## src/shared/nls_regs.vh

```
/*
 * Constants for the neighbour link state table: table depth, field widths,
 * register byte offsets on the AHB-Lite slave and reset values.
 * Assumes it is included by its bare name from design files.
 */
`ifndef NLS_REGS_VH
`define NLS_REGS_VH

// table geometry
`define NLS_ENTRIES        8
`define NLS_IDX_W          3
`define NLS_GROUPS         24
`define NLS_GAIN_W         48
`define NLS_LQ_W           8
`define NLS_PHASE_W        3
`define NLS_MIN_W          8
`define NLS_RETRY_W        4

// register byte offsets (aligned words)
`define NLS_OFF_DEFAULT    8'h00
`define NLS_OFF_RELOAD     8'h04
`define NLS_OFF_RETRY      8'h08
`define NLS_OFF_SEL        8'h0C
`define NLS_OFF_GAIN_LO    8'h10
`define NLS_OFF_GAIN_HI    8'h14
`define NLS_OFF_LINK       8'h18

// field positions inside the read windows
`define NLS_HI_STEP_BIT    16
`define NLS_LINK_PH_LSB    8
`define NLS_LINK_MIN_LSB   16
`define NLS_LINK_VALID_BIT 31

// reset values
`define NLS_RST_DEFAULT    8'h05
`define NLS_RST_RELOAD     8'h02
`define NLS_RST_RETRY      4'h5
`define NLS_RST_SEL        3'h0

`endif

```

## src/design/nls_entry.v

```verilog
/*
 * One neighbour entry: gain-step vector, step size, reverse link quality,
 * mains phase offset and the tone-map validity counter in minutes.
 * Assumes single-cycle event pulses from logic on hclk, and a one-cycle
 * minute tick from a shared divider.
 */
`include "nls_regs.vh"

module nls_entry (
   // clock and reset
   input  wire                      hclk,
   input  wire                      hresetn,
   // events addressed to this entry, plus the minute tick shared by all entries
   input  wire                      create,
   input  wire                      update,
   input  wire                      remove,
   input  wire                      tone_map_response,
   input  wire                      retry_fail,
   input  wire                      minute_tick,
   // configuration
   input  wire [`NLS_MIN_W-1:0]     default_minutes,
   input  wire [`NLS_MIN_W-1:0]     reload_minutes,
   // field data for create and update
   input  wire [`NLS_GAIN_W-1:0]    gain_steps_in,
   input  wire                      step_sel_in,
   input  wire [`NLS_LQ_W-1:0]      link_quality_in,
   input  wire [`NLS_PHASE_W-1:0]   phase_in,
   // stored state
   output reg                       valid_r,
   output reg  [`NLS_GAIN_W-1:0]    gain_steps_r,
   output reg                       step_sel_r,
   output reg  [`NLS_LQ_W-1:0]      link_quality_r,
   output reg  [`NLS_PHASE_W-1:0]   phase_r,
   output reg  [`NLS_MIN_W-1:0]     minutes_r
);

   // field storage; create and update both load the descriptive fields
   always @(posedge hclk or negedge hresetn) begin
      if (!hresetn) begin
         valid_r        <= 1'b0;
         gain_steps_r   <= 48'h0000_0000_0000;
         step_sel_r     <= 1'b0;
         link_quality_r <= 8'h00;
         phase_r        <= 3'h0;
      end else begin
         if (create || update) begin
            gain_steps_r   <= gain_steps_in;
            step_sel_r     <= step_sel_in;
            link_quality_r <= link_quality_in;
            phase_r        <= phase_in;
         end
         if (create)
            valid_r <= 1'b1;
         else if (remove)
            valid_r <= 1'b0;
      end
   end

   // validity counter: create beats response, response beats failure,
   // each of these three beats the tick so a fresh load is never shortened
   always @(posedge hclk or negedge hresetn) begin
      if (!hresetn) begin
         minutes_r <= 8'h00;
      end else if (create) begin
         minutes_r <= default_minutes;
      end else if (valid_r && tone_map_response) begin
         minutes_r <= reload_minutes;
      end else if (valid_r && retry_fail) begin
         minutes_r <= 8'h00;
      end else if (valid_r && minute_tick && minutes_r != 8'h00) begin
         minutes_r <= minutes_r - 8'h01;               // see R04
      end
   end

endmodule

```

## src/design/nls_table.v

```verilog
/*
 * Neighbour link state table for the wide-band plan: an array of entries
 * updated by the MAC transmit and management logic, and exposed to software
 * as one attribute through an entry-select register and read windows on an
 * AHB-Lite slave with zero wait states.
 * Assumes all MAC-side inputs are pulses or levels from logic on hclk and
 * minute_tick is a one-cycle enable from a shared divider.
 * The window registers show one entry at a time: software rewrites the
 * entry select before reading another neighbour, which keeps the read mux
 * small at the cost of extra bus writes.
 * Writes to window or unmapped offsets are dropped, hsize is ignored and
 * every access is taken as one aligned word.
 */
// Operation
// each entry keeps 24 two-bit gain-step fields, group k at bits 2k+1:2k of 48 bits.
// each entry keeps an eight-bit reverse link quality value.
// each entry keeps a three-bit mains phase offset in 60 degree units.
// each entry keeps an eight-bit count of remaining valid minutes.
// creating an entry loads its count with the configured default.
// a tone-map request is raised only for a zero count while sending to that neighbour.
// a successful tone-map response reloads the count with the configured reload value.
// failing after the retry limit forces the count to zero.
// the whole table is readable by management as one attribute.
// a one-bit selector per entry picks 6 dB (0) or 3 dB (1) per gain step.
// the count drops by one per minute tick and holds at zero.
`include "nls_regs.vh"

module nls_table (
   // clock and reset
   input  wire                      hclk,
   input  wire                      hresetn,
   // ahb-lite slave
   input  wire                      hsel,
   input  wire [31:0]               haddr,
   input  wire [1:0]                htrans,
   input  wire                      hwrite,
   input  wire [2:0]                hsize,
   input  wire [31:0]               hwdata,
   input  wire                      hready,
   output reg                       hreadyout,
   output reg                       hresp,
   output reg  [31:0]               hrdata,
   // entry management from the mac
   input  wire                      ent_create,
   input  wire                      ent_update,
   input  wire                      ent_remove,
   input  wire [`NLS_IDX_W-1:0]     ent_index,
   input  wire [`NLS_GAIN_W-1:0]    tone_group_gain_steps,
   input  wire                      gain_step_size_select,
   input  wire [`NLS_LQ_W-1:0]      reverse_link_quality,
   input  wire [`NLS_PHASE_W-1:0]   mains_phase_offset,
   // tone-map response and transmit failure reports
   input  wire                      tone_map_response,
   input  wire [`NLS_IDX_W-1:0]     rsp_index,
   input  wire                      tx_fail,
   input  wire [`NLS_RETRY_W-1:0]   tx_fail_attempts,
   input  wire [`NLS_IDX_W-1:0]     fail_index,
   // data send and minute tick
   input  wire                      tx_send,
   input  wire [`NLS_IDX_W-1:0]     tx_index,
   input  wire                      minute_tick,
   // tone-map request to the mac
   output reg                       tone_map_request_r,
   output reg  [`NLS_IDX_W-1:0]     tone_map_request_index_r
);

   // table depth is fixed; the index ports are sized to match
   localparam N = `NLS_ENTRIES;

   // configuration registers
   // the retry limit is compared against the attempt count of each failure report
   reg  [`NLS_MIN_W-1:0]   tone_map_default_r;
   reg  [`NLS_MIN_W-1:0]   tone_map_validity_reload_r;
   reg  [`NLS_RETRY_W-1:0] frame_retry_limit_r;
   reg  [`NLS_IDX_W-1:0]   entry_sel_r;
   reg  [`NLS_MIN_W-1:0]   tone_map_default_nxt;
   reg  [`NLS_MIN_W-1:0]   tone_map_validity_reload_nxt;
   reg  [`NLS_RETRY_W-1:0] frame_retry_limit_nxt;
   reg  [`NLS_IDX_W-1:0]   entry_sel_nxt;

   // bus pipeline state
   reg                     wr_pend_r;
   reg  [7:0]              wr_addr_r;
   reg  [31:0]             hrdata_nxt;
   wire                    addr_ok;

   // entry state, flattened per field
   // flattened buses keep the per-slot slicing in one place
   wire [N-1:0]            valid_all;
   wire [N*48-1:0]         gain_all;
   wire [N-1:0]            step_all;
   wire [N*8-1:0]          lq_all;
   wire [N*3-1:0]          phase_all;
   wire [N*8-1:0]          min_all;
   wire                    fail_hit;

   // failure only counts once the retry limit has been spent
   // a report with fewer attempts is a retry in progress, not a failure
   assign fail_hit = tx_fail && (tx_fail_attempts >= frame_retry_limit_r);
   // a transfer is taken only when the bus is ready and the slave is selected
   assign addr_ok  = hsel && htrans[1] && hready;

   // one entry per table slot
   // every event port but minute_tick is decoded per slot, so different slots may be hit at once
   genvar g;
   generate
      for (g = 0; g < N; g = g + 1) begin : gen_ent
         nls_entry u_entry (
            .hclk            (hclk),
            .hresetn         (hresetn),
            .create          (ent_create && ent_index == g),
            .update          (ent_update && ent_index == g),
            .remove          (ent_remove && ent_index == g),
            .tone_map_response (tone_map_response && rsp_index == g),
            .retry_fail      (fail_hit && fail_index == g),
            .minute_tick     (minute_tick),
            .default_minutes (tone_map_default_r),
            .reload_minutes  (tone_map_validity_reload_r),
            .gain_steps_in   (tone_group_gain_steps),
            .step_sel_in     (gain_step_size_select),
            .link_quality_in (reverse_link_quality),
            .phase_in        (mains_phase_offset),
            .valid_r         (valid_all[g]),
            .gain_steps_r    (gain_all[g*48 +: 48]),
            .step_sel_r      (step_all[g]),
            .link_quality_r  (lq_all[g*8 +: 8]),
            .phase_r         (phase_all[g*3 +: 3]),
            .minutes_r       (min_all[g*8 +: 8])
         );
      end
   endgenerate

   // register next values; a write lands in its data phase
   // the write data only stands in the data phase, hence the pending flag
   always @* begin
      tone_map_default_nxt         = tone_map_default_r;
      tone_map_validity_reload_nxt = tone_map_validity_reload_r;
      frame_retry_limit_nxt        = frame_retry_limit_r;
      entry_sel_nxt                = entry_sel_r;
      if (wr_pend_r) begin
         case (wr_addr_r)
            `NLS_OFF_DEFAULT: tone_map_default_nxt         = hwdata[7:0];
            `NLS_OFF_RELOAD:  tone_map_validity_reload_nxt = hwdata[7:0];
            `NLS_OFF_RETRY:   frame_retry_limit_nxt        = hwdata[3:0];
            `NLS_OFF_SEL:     entry_sel_nxt                = hwdata[2:0];
            default:          entry_sel_nxt                = entry_sel_r;
         endcase
      end
   end

   // read mux built from next values, so a read right behind a write
   // sees the new setting without a wait state
   always @* begin
      hrdata_nxt = 32'h0000_0000;
      // narrow fields sit low in each settings word; spare bits read as zero
      case (haddr[7:0])
         `NLS_OFF_DEFAULT: hrdata_nxt = {24'h00_0000, tone_map_default_nxt};
         `NLS_OFF_RELOAD:  hrdata_nxt = {24'h00_0000, tone_map_validity_reload_nxt};
         `NLS_OFF_RETRY:   hrdata_nxt = {28'h000_0000, frame_retry_limit_nxt};
         `NLS_OFF_SEL:     hrdata_nxt = {29'h0000_0000, entry_sel_nxt};
         `NLS_OFF_GAIN_LO: hrdata_nxt = gain_all[entry_sel_nxt*48 +: 32];
         `NLS_OFF_GAIN_HI: hrdata_nxt = {15'h0000, step_all[entry_sel_nxt],
                                         gain_all[entry_sel_nxt*48+32 +: 16]};
         `NLS_OFF_LINK:    hrdata_nxt = {valid_all[entry_sel_nxt], 7'h00,
                                         min_all[entry_sel_nxt*8 +: 8], 5'h00,
                                         phase_all[entry_sel_nxt*3 +: 3],
                                         lq_all[entry_sel_nxt*8 +: 8]};
         default:          hrdata_nxt = 32'h0000_0000;
      endcase
   end

   // bus slave: always ready, always okay, unmapped reads give zero
   // hreadyout is low in reset so no transfer is taken before the flops settle
   always @(posedge hclk or negedge hresetn) begin
      if (!hresetn) begin
         hreadyout <= 1'b0;
         hresp     <= 1'b0;
         hrdata    <= 32'h0000_0000;
         wr_pend_r <= 1'b0;
         wr_addr_r <= 8'h00;
      end else begin
         hreadyout <= 1'b1;
         hresp     <= 1'b0;
         wr_pend_r <= addr_ok && hwrite;
         if (addr_ok)
            wr_addr_r <= haddr[7:0];
         // read data is captured once and then held for the whole data phase
         if (addr_ok && !hwrite)
            hrdata <= hrdata_nxt;
      end
   end

   // configuration registers
   // settings change only through the write path above
   always @(posedge hclk or negedge hresetn) begin
      if (!hresetn) begin
         tone_map_default_r         <= `NLS_RST_DEFAULT;
         tone_map_validity_reload_r <= `NLS_RST_RELOAD;
         frame_retry_limit_r        <= `NLS_RST_RETRY;
         entry_sel_r                <= `NLS_RST_SEL;
      end else begin
         tone_map_default_r         <= tone_map_default_nxt;
         tone_map_validity_reload_r <= tone_map_validity_reload_nxt;
         frame_retry_limit_r        <= frame_retry_limit_nxt;
         entry_sel_r                <= entry_sel_nxt;
      end
   end

   // tone-map request: only while sending to a valid entry whose count is spent;
   // the mac decides whether to act, this only grants permission
   // the index follows every send so the mac can match the request to its frame
   always @(posedge hclk or negedge hresetn) begin
      if (!hresetn) begin
         tone_map_request_r       <= 1'b0;
         tone_map_request_index_r <= 3'h0;
      end else begin
         tone_map_request_r <= tx_send && valid_all[tx_index]
                               && (min_all[tx_index*8 +: 8] == 8'h00);
         if (tx_send)
            tone_map_request_index_r <= tx_index;
      end
   end

endmodule

```

## config.mk

```make
export PLATFORM = sky130hd
export DESIGN_NAME = nls_table
export DESIGN_NICKNAME = d
export VERILOG_FILES = /design/src/design/nls_entry.v /design/src/design/nls_table.v
export VERILOG_INCLUDE_DIRS = /design/src /design/src/shared
export SDC_FILE = /design/constraint.sdc
export NUM_CORES = 1
export LEC_CHECK = 0
export BUFFER_PORTS_ARGS = -buffer_cell sky130_fd_sc_hd__buf_4
export CAP_MARGIN = 25
export CORE_UTILIZATION = 44
export CTS_CLUSTER_DIAMETER = 120
export DETAILED_ROUTE_END_ITERATION = 16
export HOLD_SLACK_MARGIN = 0.06
export SLEW_MARGIN = 25
export SYNTH_ARGS = -nofsm -noshare
export SYNTH_HDL_FRONTEND = slang
export SYNTH_SLANG_ARGS = --single-unit
```

## constraint.sdc

```tcl
create_clock -name hclk -period 3.5 [get_ports hclk]
set_clock_uncertainty 0.2 [all_clocks]
set_input_delay 1.05 -clock hclk [delete_from_list [all_inputs] [get_ports hclk]]
set_output_delay 1.05 -clock hclk [all_outputs]
set_load 0.05 [all_outputs]
```

==> out/metrics.yaml, run 1 <==
global_routing:
  grt_overflow_total: 0
  grt_max_degree: 75
  grt_pass1_vias: 24893
  grt_use_total_pct: 27.9
  grt_pass1_wl_mm: 152
  antenna_found_initial: 7
run:
  maxCapViolations: 0
clocking:
  clk_latency_ns: 0.63
  cts_tree: "built"
  numCtsBuffers: 71
  clockBufferDepth: 3
  clock_sinks: 621
  htreeDepth: 3
  postCtsSetupBuffers: 0
  path_clk_slew_ns: 0.06
  cts_root_buffer: "clkbuf_16"
die:
  dieArea_sq_um: 71600
  die_w_um: 268
  core_area_sq_um: 69200
  dieHeight_um: 268
  start_util_pct: 44.8
  rows: 96
  ios: 195
pwr:
  p_leak_uw: 0.0160
  netSwitchingPower_uw: 6560
  power_frac_comb_pct: 20.3
  irDropWorstVdd_v: 0.000377
  p_per_area_nw_per_um2: 607
  p_seq_share_pct: 44.8
  pwr-share-clk_pct: 34.9
  power.total_uw: 22400
  swShare_pct: 29.3
  p_int_uw: 15800
timing:
  setup_viol: 0
  period_share_pct: 96.8
  min_period_ns: 3.39
  finalHoldViolations: 0
  tightest_slew_ns: 0.917
  final-max-slew-violation-count: 0
  slew_headroom_pct: 38.6
  fin_ws_ns: 0.111
  tns_ns: 0
  rsz0062_at_grt: "false"
  fmax_mhz: 295
synth:
  synth.ff_latch_count: 621
  ys_top_cells_by_area: "dfrtp_1 50%, mux2_2 19%, nand2_1 6.9%, nand3_1 2.0%, a21oi_1 1.9%"
  ys_warn_count: 0
  netlist.area_leader.share_pct: 49.7
  synth_cell_types: 71
  syn_nets: 3128
  synthTopCellsByCount: "616 x dfrtp_1, 568 x nand2_1, 511 x mux2_2"
  syn_inst: 2951
  yosysTopAreaCell: "dfrtp_1"
  avgSynthCellArea_sq_um: 10.5
  synthFlopType: "dfrtp_1"
  ys_seq_area_share_pct: 50.1
  synthArstFlopShare_pct: 100
  netlist_area_sq_um: 31000
  synth_enable_flop_cells: 0
  yosys.cell_count.top_type: "dfrtp_1"
worst_setup_path:
  crit_arrival_ns: 3.73
  startpoint_type: "flop"
  required_ns: 3.84
  crit_fanout: 49
  setup.worst_path.end_class: "flop"
  critical_path_class: "flop to flop"
drt:
  viasPerCell: 5.94
  totalWireLength_mm: 98.5
  drtIter0Drc: 1861
  drt-pass1-iter-count: 6
  postRouteAntennaNets: 0
  post_drt_wl_per_cell_um: 23.8
  num_vias: 24564
  drc: 0
finish:
  nets: 3325
  layout-drive-gt1-share_pct: 31.0
  area_growth_pct: 19.0
status:
  status: "completed"
placed_design:
  place.gp.congestion: 0.924
  place_ws_ns: -0.357
  io_buffer_count: 141
  post-dp-hpwl_mm: 64.5
worst_hold_path:
  hold_path_class: "input port to async pin"
power groups by stage:
stage                     Combinational (uW)  Sequential (uW)  Clock [uW]
final                                   4540            10000        7810
after global routing                    5070            10200        8230
after CTS                               4560            10000        7950
after detailed placement                4540            10100           0
after global placement                  4360            10000           0
after floorplan                         3330             9670           0
worst max-delay path: stages (launching register included):
cell and delay [ns]:
dfrtp_1 0.41, nor4bb_2 0.35, and3_2 0.36, mux2i_4 0.40, buf_12 0.34, nand2_1 0.23
nor3_2 0.42, a2111oi_0 0.11, and3_1 0.25, a41oi_1 0.21
metal layers:
metal  vias up  GRT usage [%]  wire, um
li1      10969              -         -
met1     12535           36.8     42100
met2       820           45.6     46500
met3       230           4.52      5580
met4        10           11.4      4230
met5         -              0        67
layout make-up:
| type | instances | area [sq um] |
|---|---|---|
| inverter | 37 | 149 |
| sequential | 621 | 15500 |
| timing repair buffer | 331 | 3000 |
| antenna | 2 | 5.00 |
| clock buffer | 106 | 2140 |
| clock inverter | 22 | 359 |
| tap | 931 | 1160 |
| multi-input combinational | 2086 | 14500 |
| fill | 6109 | 32300 |
sequential cells by signal (all words and copies together), names as in the netlist:
name,cells
gen_ent.u_entry.link_quality_r,64
tone_map_validity_reload_r,8
gen_ent.u_entry.step_sel_r,8
hreadyout,1
tone_map_default_r,8
tone_map_request_r,1
frame_retry_limit_r,4
entry_sel_r,3
tone_map_request_index_r,3
gen_ent.u_entry.valid_r,8
gen_ent.u_entry.minutes_r,64
wr_addr_r,8
gen_ent.u_entry.phase_r,24
gen_ent.u_entry.gain_steps_r,384
hrdata,32
wr_pend_r,1
placed cells by master (no fill, tap or decap), drive strengths merged, types with 12 or more instances in the layout:
master,n
o21ai,65
nor4,15
a22oi,13
mux2i,56
o2111ai,15
xor2,12
a31oi,50
clkbuf,106
a22o,15
nand4,20
o22ai,31
nor2,106
inv,38
o31ai,27
mux2,511
dfrtp,616
a211oi,21
nand3,123
a21oi,120
xnor2,19
clkinv,15
a221oi,30
and3,49
nand2,569
nor3,35
buf,331
ha,20
final timing paths:
path                                          startpoint  cells after the start  slack, ns                                              end
min in group hclk                 hrdata[25]$_DFFE_PN0P_                      2       0.28                           hrdata[25]$_DFFE_PN0P_
worst max register to register  wr_addr_r[1]$_DFFE_PN0P_                      9       0.11                            hrdata[2]$_DFFE_PN0P_
worst max-delay path            wr_addr_r[1]$_DFFE_PN0P_                      9       0.11                            hrdata[2]$_DFFE_PN0P_
worst min-delay path                             hresetn                      1       0.24                         wr_addr_r[0]$_DFFE_PN0P_
max in group asynchronous                        hresetn                      2       1.95  gen_ent[0].u_entry.gain_steps_r[35]$_DFFE_PN0P_
worst min register to register    hrdata[25]$_DFFE_PN0P_                      2       0.28                           hrdata[25]$_DFFE_PN0P_
stage by stage:
step	instance area, sq um	hold slack (ns)	cells	utilization [%]
2_1_floorplan	31000	0.279	2951	-
3_3_place_gp	34300	0.271	4004	49.6
3_5_place_dp	34400	0.272	4006	49.7
4_1_cts	36900	0.258	4134	53.3
5_1_grt	36900	0.289	4136	53.3
6_report	36900	0.244	4136	53.3
repair_timing:
item | 4_1_cts | 5_1_grt
hold buffers | 0 | 0
setup endpoints to repair | 2 | 10
gates resized for setup | 2 | 1
kinds of logic (layout without fill, tap and decap cells):
logic type | after synthesis | count (layout) | share of synthesized area [%]
buffers and inverters | 244 | 496 | 3.37
DFF | 621 | 621 | 50.1
and+or+nand+nor | 999 | 999 | 14.4
xor gates and xnor gates | 31 | 31 | 0.875
muxes | 567 | 567 | 20.4
other | 2 | 4 | 0.0242
AOI/OAI and AO/OA | 467 | 467 | 10.0
adders and majority gates | 20 | 20 | 0.807
No activity file was read; power rests on OpenSTA's default activity.
==> run 2, diff against run 1 <==
--- a/config.mk
+++ b/config.mk
@@ -8,10 +8,13 @@
 export LEC_CHECK = 0
 export BUFFER_PORTS_ARGS = -buffer_cell sky130_fd_sc_hd__buf_4
 export CAP_MARGIN = 25
+export CELL_PAD_IN_SITES_DETAIL_PLACEMENT = 0
+export CELL_PAD_IN_SITES_GLOBAL_PLACEMENT = 1
 export CORE_UTILIZATION = 44
 export CTS_CLUSTER_DIAMETER = 120
 export DETAILED_ROUTE_END_ITERATION = 16
 export HOLD_SLACK_MARGIN = 0.06
+export PLACE_DENSITY_LB_ADDON = 0.1
 export SLEW_MARGIN = 25
 export SYNTH_ARGS = -nofsm -noshare
 export SYNTH_HDL_FRONTEND = slang
==> out/metrics.yaml, run 2 (synthesis gave the netlist of run 1 again) <==
timing:
  min_period_ns: 3.41  # +0.0229 ns
  tns_ns: 0  # unchanged
  tightest_slew_ns: 0.780  # -0.137 ns
  finalHoldViolations: 0  # unchanged
  rsz0062_at_grt: "false"
  final-max-slew-violation-count: 0  # unchanged
  setup_viol: 0  # unchanged
  slew_headroom_pct: 48.0  # +9.4 points
  hold_slack_ns: 0.175  # -0.0689 ns
  fmax_mhz: 293  # -0.67%
  period_share_pct: 97.5  # +0.65 points
worst_setup_path:
  setup.worst_path.end_class: "flop"
  cp_slowest_stage_delay_ns: 0.41  # about the same
  crit_family: "simple AND/OR/NAND/NOR gates"
  startpoint_type: "flop"
  crit_buf_inv: 3  # +2
  critical_path_class: "flop to flop"
  crit_fanout: 5  # -90%
  required_ns: 3.78  # -0.06 ns
  crit_arrival_ns: 3.70  # -0.03 ns
  slowest_stage: "dfrtp_1"
  cp_cell_sequence: "nor4bb_2 -> and3_2 -> mux2i_4 -> buf_4 -> inv_4 -> nand2_1 -> buf_4 -> a21oi_1 -> or3_1 -> a222oi_1 -> a21oi_1"
clocking:
  clock_sinks: 621  # unchanged
  path_clk_slew_ns: 0.06  # about the same
  cts_tree: "built"
  numCtsBuffers: 73  # +2.8%
  clk_latency_ns: 0.62  # about the same
  clockBufferDepth: 3  # unchanged
  cts_root_buffer: "clkbuf_16"
  htreeDepth: 3  # unchanged
placed_design:
  place.gp.congestion: 0.916  # -0.87%
  io_buffer_count: 141  # unchanged
  dp.cells: 4029  # +0.57%
  post-dp-hpwl_mm: 67.9  # +5.2%
finish:
  ff_latch_area_sq_um: 15500  # unchanged
  largestRegisters: "gen_ent.u_entry.gain_steps_r: 384 flops, gen_ent.u_entry.link_quality_r: 64 flops, gen_ent.u_entry.minutes_r: 64 flops"
  nets: 3352  # +0.81%
  area_growth_pct: 19.9
  final_cell_mix: "616 x dfrtp_1, 568 x nand2_1, 511 x mux2_2, 302 x buf_4, 123 x nand3_1"
  stdcell_count: 4157  # +0.51%
  fill_cells: 6138  # +0.47%
  multi_input_area_sq_um: 14500  # about the same
  layout-drive-gt1-share_pct: 31.4  # +0.44 points
  top_register: "gen_ent.u_entry.gain_steps_r"
  layout_commonest_cell: "dfrtp_1"
  largest_register_ffs: 384  # unchanged
pwr:
  p_leak_uw: 0.0162  # +1.0%
  power.total_uw: 22600  # +0.89%
  irDropWorstVdd_v: 0.000353  # -6.2%
  pwr-share-clk_pct: 35.1  # +0.2 points
  power_frac_comb_pct: 20.4  # about the same
  netSwitchingPower_uw: 6650  # +1.4%
  p_seq_share_pct: 44.5  # -0.3 points
  p_int_uw: 15900  # +0.70%
  swShare_pct: 29.4  # +0.14 points
  p_per_area_nw_per_um2: 608  # +0.10%
drt:
  drt-pass1-iter-count: 7  # +1
  drc: 0  # unchanged
  totalWireLength_mm: 102  # +3.8%
  num_vias: 24515  # -0.20%
  drtIter0Drc: 2022  # +8.7%
  postRouteAntennaNets: 0  # unchanged
  post_drt_wl_per_cell_um: 24.6  # +3.3%
  viasPerCell: 5.90  # -0.70%
die:
  dieArea_sq_um: 71600  # unchanged
  rows: 96  # unchanged
  dieHeight_um: 268  # unchanged
  ios: 195  # unchanged
  start_util_pct: 44.8  # unchanged
  core_area_sq_um: 69200  # unchanged
  die_w_um: 268  # unchanged
run:
  maxCapViolations: 0  # unchanged
global_routing:
  antenna_found_initial: 2  # -5
  grt_use_total_pct: 28.9  # +1.0 points
  grt_overflow_total: 0  # unchanged
  grt_pass1_vias: 24890  # -0.012%
  grt_pass1_wl_mm: 156  # +3.0%
  grt_max_degree: 82  # +9.3%
worst_hold_path:
  hold_path_class: "input port to async pin"
status:
  status: "completed"
## run 2: cell types whose count changed in the layout (fill, tap and decap cells not counted), sizes merged
| cell | before | now |
|---|---|---|
| diode | 2 | 1 |
| clkinv | 15 | 14 |
| buf | 331 | 356 |
| clkbuf | 106 | 101 |
| inv | 38 | 39 |
| bufinv | 6 | 8 |
## run 2: final timing paths
kind	startpoint	endpoint	slack, ns	cells after the start
max	wr_addr_r[1]$_DFFE_PN0P_	hrdata[17]$_DFFE_PN0P_	0.09	11
min	hresetn	wr_addr_r[1]$_DFFE_PN0P_	0.18	1
max reg2reg	wr_addr_r[1]$_DFFE_PN0P_	hrdata[17]$_DFFE_PN0P_	0.09	11
min reg2reg	hrdata[28]$_DFFE_PN0P_	hrdata[28]$_DFFE_PN0P_	0.29	2
max in group asynchronous	hresetn	gen_ent[2].u_entry.gain_steps_r[23]$_DFFE_PN0P_	2.06	3
min in group hclk	hrdata[28]$_DFFE_PN0P_	hrdata[28]$_DFFE_PN0P_	0.29	2
## run 2: routing by layer
metal  global-route usage, %  vias to the layer above  share of wire (%)
li1                        -                    11021                  -
met1                    38.9                    12656                 44
met2                    47.5                      653                 48
met3                    4.42                      181                5.0
met4                    9.65                        4                3.3
met5                       0                        -              0.022
## run 2: layout make-up
class	instances	share of cell area, %
Sequential cell	621	41.8
Multi-Input combinational cell	2086	39.1
Timing Repair Buffer	356	8.93
Clock buffer	101	5.66
Tap cell	931	3.13
Clock inverter	24	1.00
Inverter	37	0.400
Antenna cell	1	0.00673
## run 2: timing repair
item / in CTS / in global routing
hold endpoints to repair: 0 / 0
hold buffers: 0 / 0
setup buffers: 1 / 1
endpoints found under the setup margin: 14 / 3
resized for setup: 1 / 2
## run 2: through the flow
stage | utilization, % | instance area, sq um | setup WS (ns)
3_5_place_dp | 50.1 | 34700 | -0.231
6_report | 53.8 | 37200 | 0.0876
2_1_floorplan | - | 31000 | 0.0791
4_1_cts | 53.7 | 37200 | 0.0847
5_1_grt | 53.8 | 37200 | 0.0222
3_3_place_gp | 50.0 | 34600 | -0.206
## run 2: power groups by stage
stage / combinational, uW / sequential (uW) / clock (uW)
floorplan: 3330 / 9670 / 0
global placement: 4440 / 10100 / 0
detailed placement: 4600 / 10100 / 0
CTS: 4620 / 10000 / 8100
global route: 5100 / 10200 / 8350
finish: 4610 / 10000 / 7940
==> run 3, diff against run 2 <==
--- a/config.mk
+++ b/config.mk
@@ -14,7 +14,7 @@
 export CTS_CLUSTER_DIAMETER = 120
 export DETAILED_ROUTE_END_ITERATION = 16
 export HOLD_SLACK_MARGIN = 0.06
-export PLACE_DENSITY_LB_ADDON = 0.1
+export PLACE_DENSITY = 0.74
 export SLEW_MARGIN = 25
 export SYNTH_ARGS = -nofsm -noshare
 export SYNTH_HDL_FRONTEND = slang
==> out/metrics.yaml, run 3 (synthesis gave the netlist of run 1 again) <==
status:
  status: "completed"
placed_design:
  io_buffer_count: 141  # unchanged
  post-dp-hpwl_mm: 64.6  # -4.8%
  place.gp.congestion: 0.894  # -2.4%
  place_ws_ns: -0.336  # -0.104 ns
  dp.cells: 3989  # -0.99%
timing:
  fin_ws_ns: 0.241  # +0.153 ns
  finalHoldViolations: 0  # unchanged
  setup_viol: 0  # unchanged
  fmax_mhz: 307  # +4.7%
  period_share_pct: 93.1  # -4.4 points
  slew_headroom_pct: 31.6  # -16 points
  tightest_slew_ns: 1.02  # +0.242 ns
  min_period_ns: 3.26  # -0.153 ns
  final-max-slew-violation-count: 0  # unchanged
  rsz0062_at_grt: "false"
worst_hold_path:
  hold_path_class: "input port to async pin"
worst_setup_path:
  cp_slowest_stage_delay_ns: 0.42  # about the same
  required_ns: 3.81  # +0.03 ns
  setup.worst_path.end_class: "flop"
  startpoint_type: "flop"
  crit_fanout: 27  # +22
  critical_path_class: "flop to flop"
  crit_buf_inv: 3  # unchanged
  crit_arrival_ns: 3.57  # -0.13 ns
  slowest_stage: "mux2i_4"
  crit_family: "compound AO/OA/AOI/OAI gates"
  cp_cell_sequence: "nor4bb_2 -> and3_2 -> mux2i_4 -> inv_4 -> buf_12 -> buf_4 -> a21oi_1 -> a22o_1 -> o221ai_1 -> a221o_1"
pwr:
  netSwitchingPower_uw: 6610  # -0.54%
  p_seq_share_pct: 45.8  # +1.3 points
  p_leak_uw: 0.0159  # -1.8%
  power_frac_comb_pct: 20.6  # +0.2 points
  swShare_pct: 30.1  # +0.71 points
  p_int_uw: 15300  # -3.9%
  irDropWorstVdd_v: 0.000399  # +13%
  pwr-share-clk_pct: 33.6  # -1.5 points
  p_per_area_nw_per_um2: 598  # -1.6%
finish:
  nets: 3309  # -1.3%
  largest_register_ffs: 384  # unchanged
  layout_commonest_cell: "dfrtp_1"
  area_growth_pct: 18.3
  stdcell_count: 4127  # -0.72%
  fill_cells: 6089  # -0.80%
  top_register: "gen_ent.u_entry.gain_steps_r"
  largestRegisters: "gen_ent.u_entry.gain_steps_r: 384 flops, gen_ent.u_entry.link_quality_r: 64 flops, gen_ent.u_entry.minutes_r: 64 flops"
  layout-drive-gt1-share_pct: 30.5  # -0.91 points
  final_cell_mix: "616 x dfrtp_1, 568 x nand2_1, 511 x mux2_2, 266 x buf_4, 123 x nand3_1"
global_routing:
  grt_max_degree: 84  # +2.4%
  grt_pass1_vias: 24994  # +0.42%
  grt_pass1_wl_mm: 152  # -2.7%
  antenna_found_initial: 13  # +11
  grt_use_total_pct: 28.0  # -0.85 points
  grt_overflow_total: 0  # unchanged
die:
  dieArea_sq_um: 71600  # unchanged
  dieHeight_um: 268  # unchanged
  rows: 96  # unchanged
  die_w_um: 268  # unchanged
  ios: 195  # unchanged
  start_util_pct: 44.8  # unchanged
  core_area_sq_um: 69200  # unchanged
drt:
  met2RoutedLength_mm: 46.3  # -5.2%
  met3RoutedLength_mm: 5.72  # +12%
  viasPerCell: 5.90  # about the same
  num_vias: 24352  # -0.66%
  wl_met1_mm: 42.4  # -5.5%
  drtIter0Drc: 2044  # +1.1%
  totalWireLength_mm: 98.9  # -3.2%
  drt-pass1-iter-count: 7  # unchanged
  post_drt_wl_per_cell_um: 24.0  # -2.5%
  postRouteAntennaNets: 0  # unchanged
  drc: 0  # unchanged
  maxUsedRoutingLayer: "met5"
run:
  maxCapViolations: 0  # unchanged
clocking:
  numCtsBuffers: 71  # -2.7%
  postCtsHoldBufs: 0  # unchanged
  htreeDepth: 3  # unchanged
  cts_root_buffer: "clkbuf_16"
  cts_tree: "built"
  path_clk_slew_ns: 0.06  # about the same
  clock_sinks: 621  # unchanged
  clockBufferDepth: 3  # unchanged
  clk_latency_ns: 0.63  # about the same
[run 3: cell types whose count changed in the layout (fill, tap and decap cells not counted), moves of 2 or more]
| cell | change |
|---|---|
| clkinv_16 | +2 |
| clkbuf_8 | +3 |
| clkinvlp_4 | +2 |
| buf_4 | -36 |
| bufinv_16 | -7 |
| clkbuf_1 | +6 |
| inv_6 | +2 |
| diode_2 | +5 |
| clkinv_2 | +3 |
| clkbuf_16 | -4 |
| buf_6 | -3 |
[run 3: cell type report]
| cell class | instances | area, sq um | area share [%] |
|---|---|---|---|
| Sequential cell | 621 | 15500 | 42.4 |
| Multi-Input combinational cell | 2086 | 14500 | 39.6 |
| Timing Repair Buffer | 315 | 2970 | 8.10 |
| Clock buffer | 106 | 2070 | 5.64 |
| Tap cell | 931 | 1160 | 3.17 |
| Clock inverter | 25 | 250 | 0.682 |
| Inverter | 37 | 149 | 0.406 |
| Antenna cell | 6 | 15.0 | 0.0409 |
[run 3: final timing paths]
check / slack [ns] / startpoint / cells past startpoint / end
worst min register to register: 0.29 / hrdata[30]$_DFFE_PN0P_ / 2 / hrdata[30]$_DFFE_PN0P_
max in group asynchronous: 1.91 / hresetn / 2 / gen_ent[7].u_entry.gain_steps_r[18]$_DFFE_PN0P_
worst min-delay path: 0.19 / hresetn / 1 / gen_ent[7].u_entry.minutes_r[4]$_DFFE_PN0P_
worst max register to register: 0.24 / wr_addr_r[1]$_DFFE_PN0P_ / 10 / hrdata[9]$_DFFE_PN0P_
worst max-delay path: 0.24 / wr_addr_r[1]$_DFFE_PN0P_ / 10 / hrdata[9]$_DFFE_PN0P_
min in group hclk: 0.29 / hrdata[30]$_DFFE_PN0P_ / 2 / hrdata[30]$_DFFE_PN0P_
[run 3: layer usage]
metal | up-vias | track usage (%)
met5 | - | 0
met4 | 14 | 12.8
met3 | 236 | 5.44
met2 | 732 | 45.0
met1 | 12435 | 36.6
li1 | 10935 | -
[run 3: power groups by stage]
stage	clock network [uW]	logic (uW)	registers, uW
6_report	7380	4520	10000
5_1_grt	7830	5020	10200
4_1_cts	7520	4530	10000
3_5_place_dp	0	4510	10100
3_3_place_gp	0	4350	10000
2_1_floorplan	0	3330	9670
[run 3: timing repair]
action	in CTS	in global routing
resized for setup	0	3
buffers inserted	0	1
setup endpoints to repair	0	8
[run 3: worst reg2reg max path, stage by stage (launching register included)]
cell      delay (ns)
dfrtp_1         0.40
nor4bb_2        0.37
and3_2          0.35
mux2i_4         0.42
inv_4           0.21
buf_12          0.23
buf_4           0.20
a21oi_1         0.12
a22o_1          0.20
o221ai_1        0.13
a221o_1         0.34
[run 3: through the flow]
| stage | hold WS [ns] | total power [uW] | TNS, ns | area, sq um | utilization (%) |
|---|---|---|---|---|---|
| after floorplan | 0.279 | 13000 | 0 | 31000 | - |
| after global placement | 0.274 | 14400 | -3.58 | 34300 | 49.6 |
| after detailed placement | 0.279 | 14600 | -3.48 | 34300 | 49.6 |
| after CTS | 0.190 | 22100 | 0 | 36700 | 53.0 |
| after global routing | 0.212 | 23100 | 0 | 36700 | 53.0 |
| final | 0.194 | 21900 | 0 | 36700 | 53.0 |
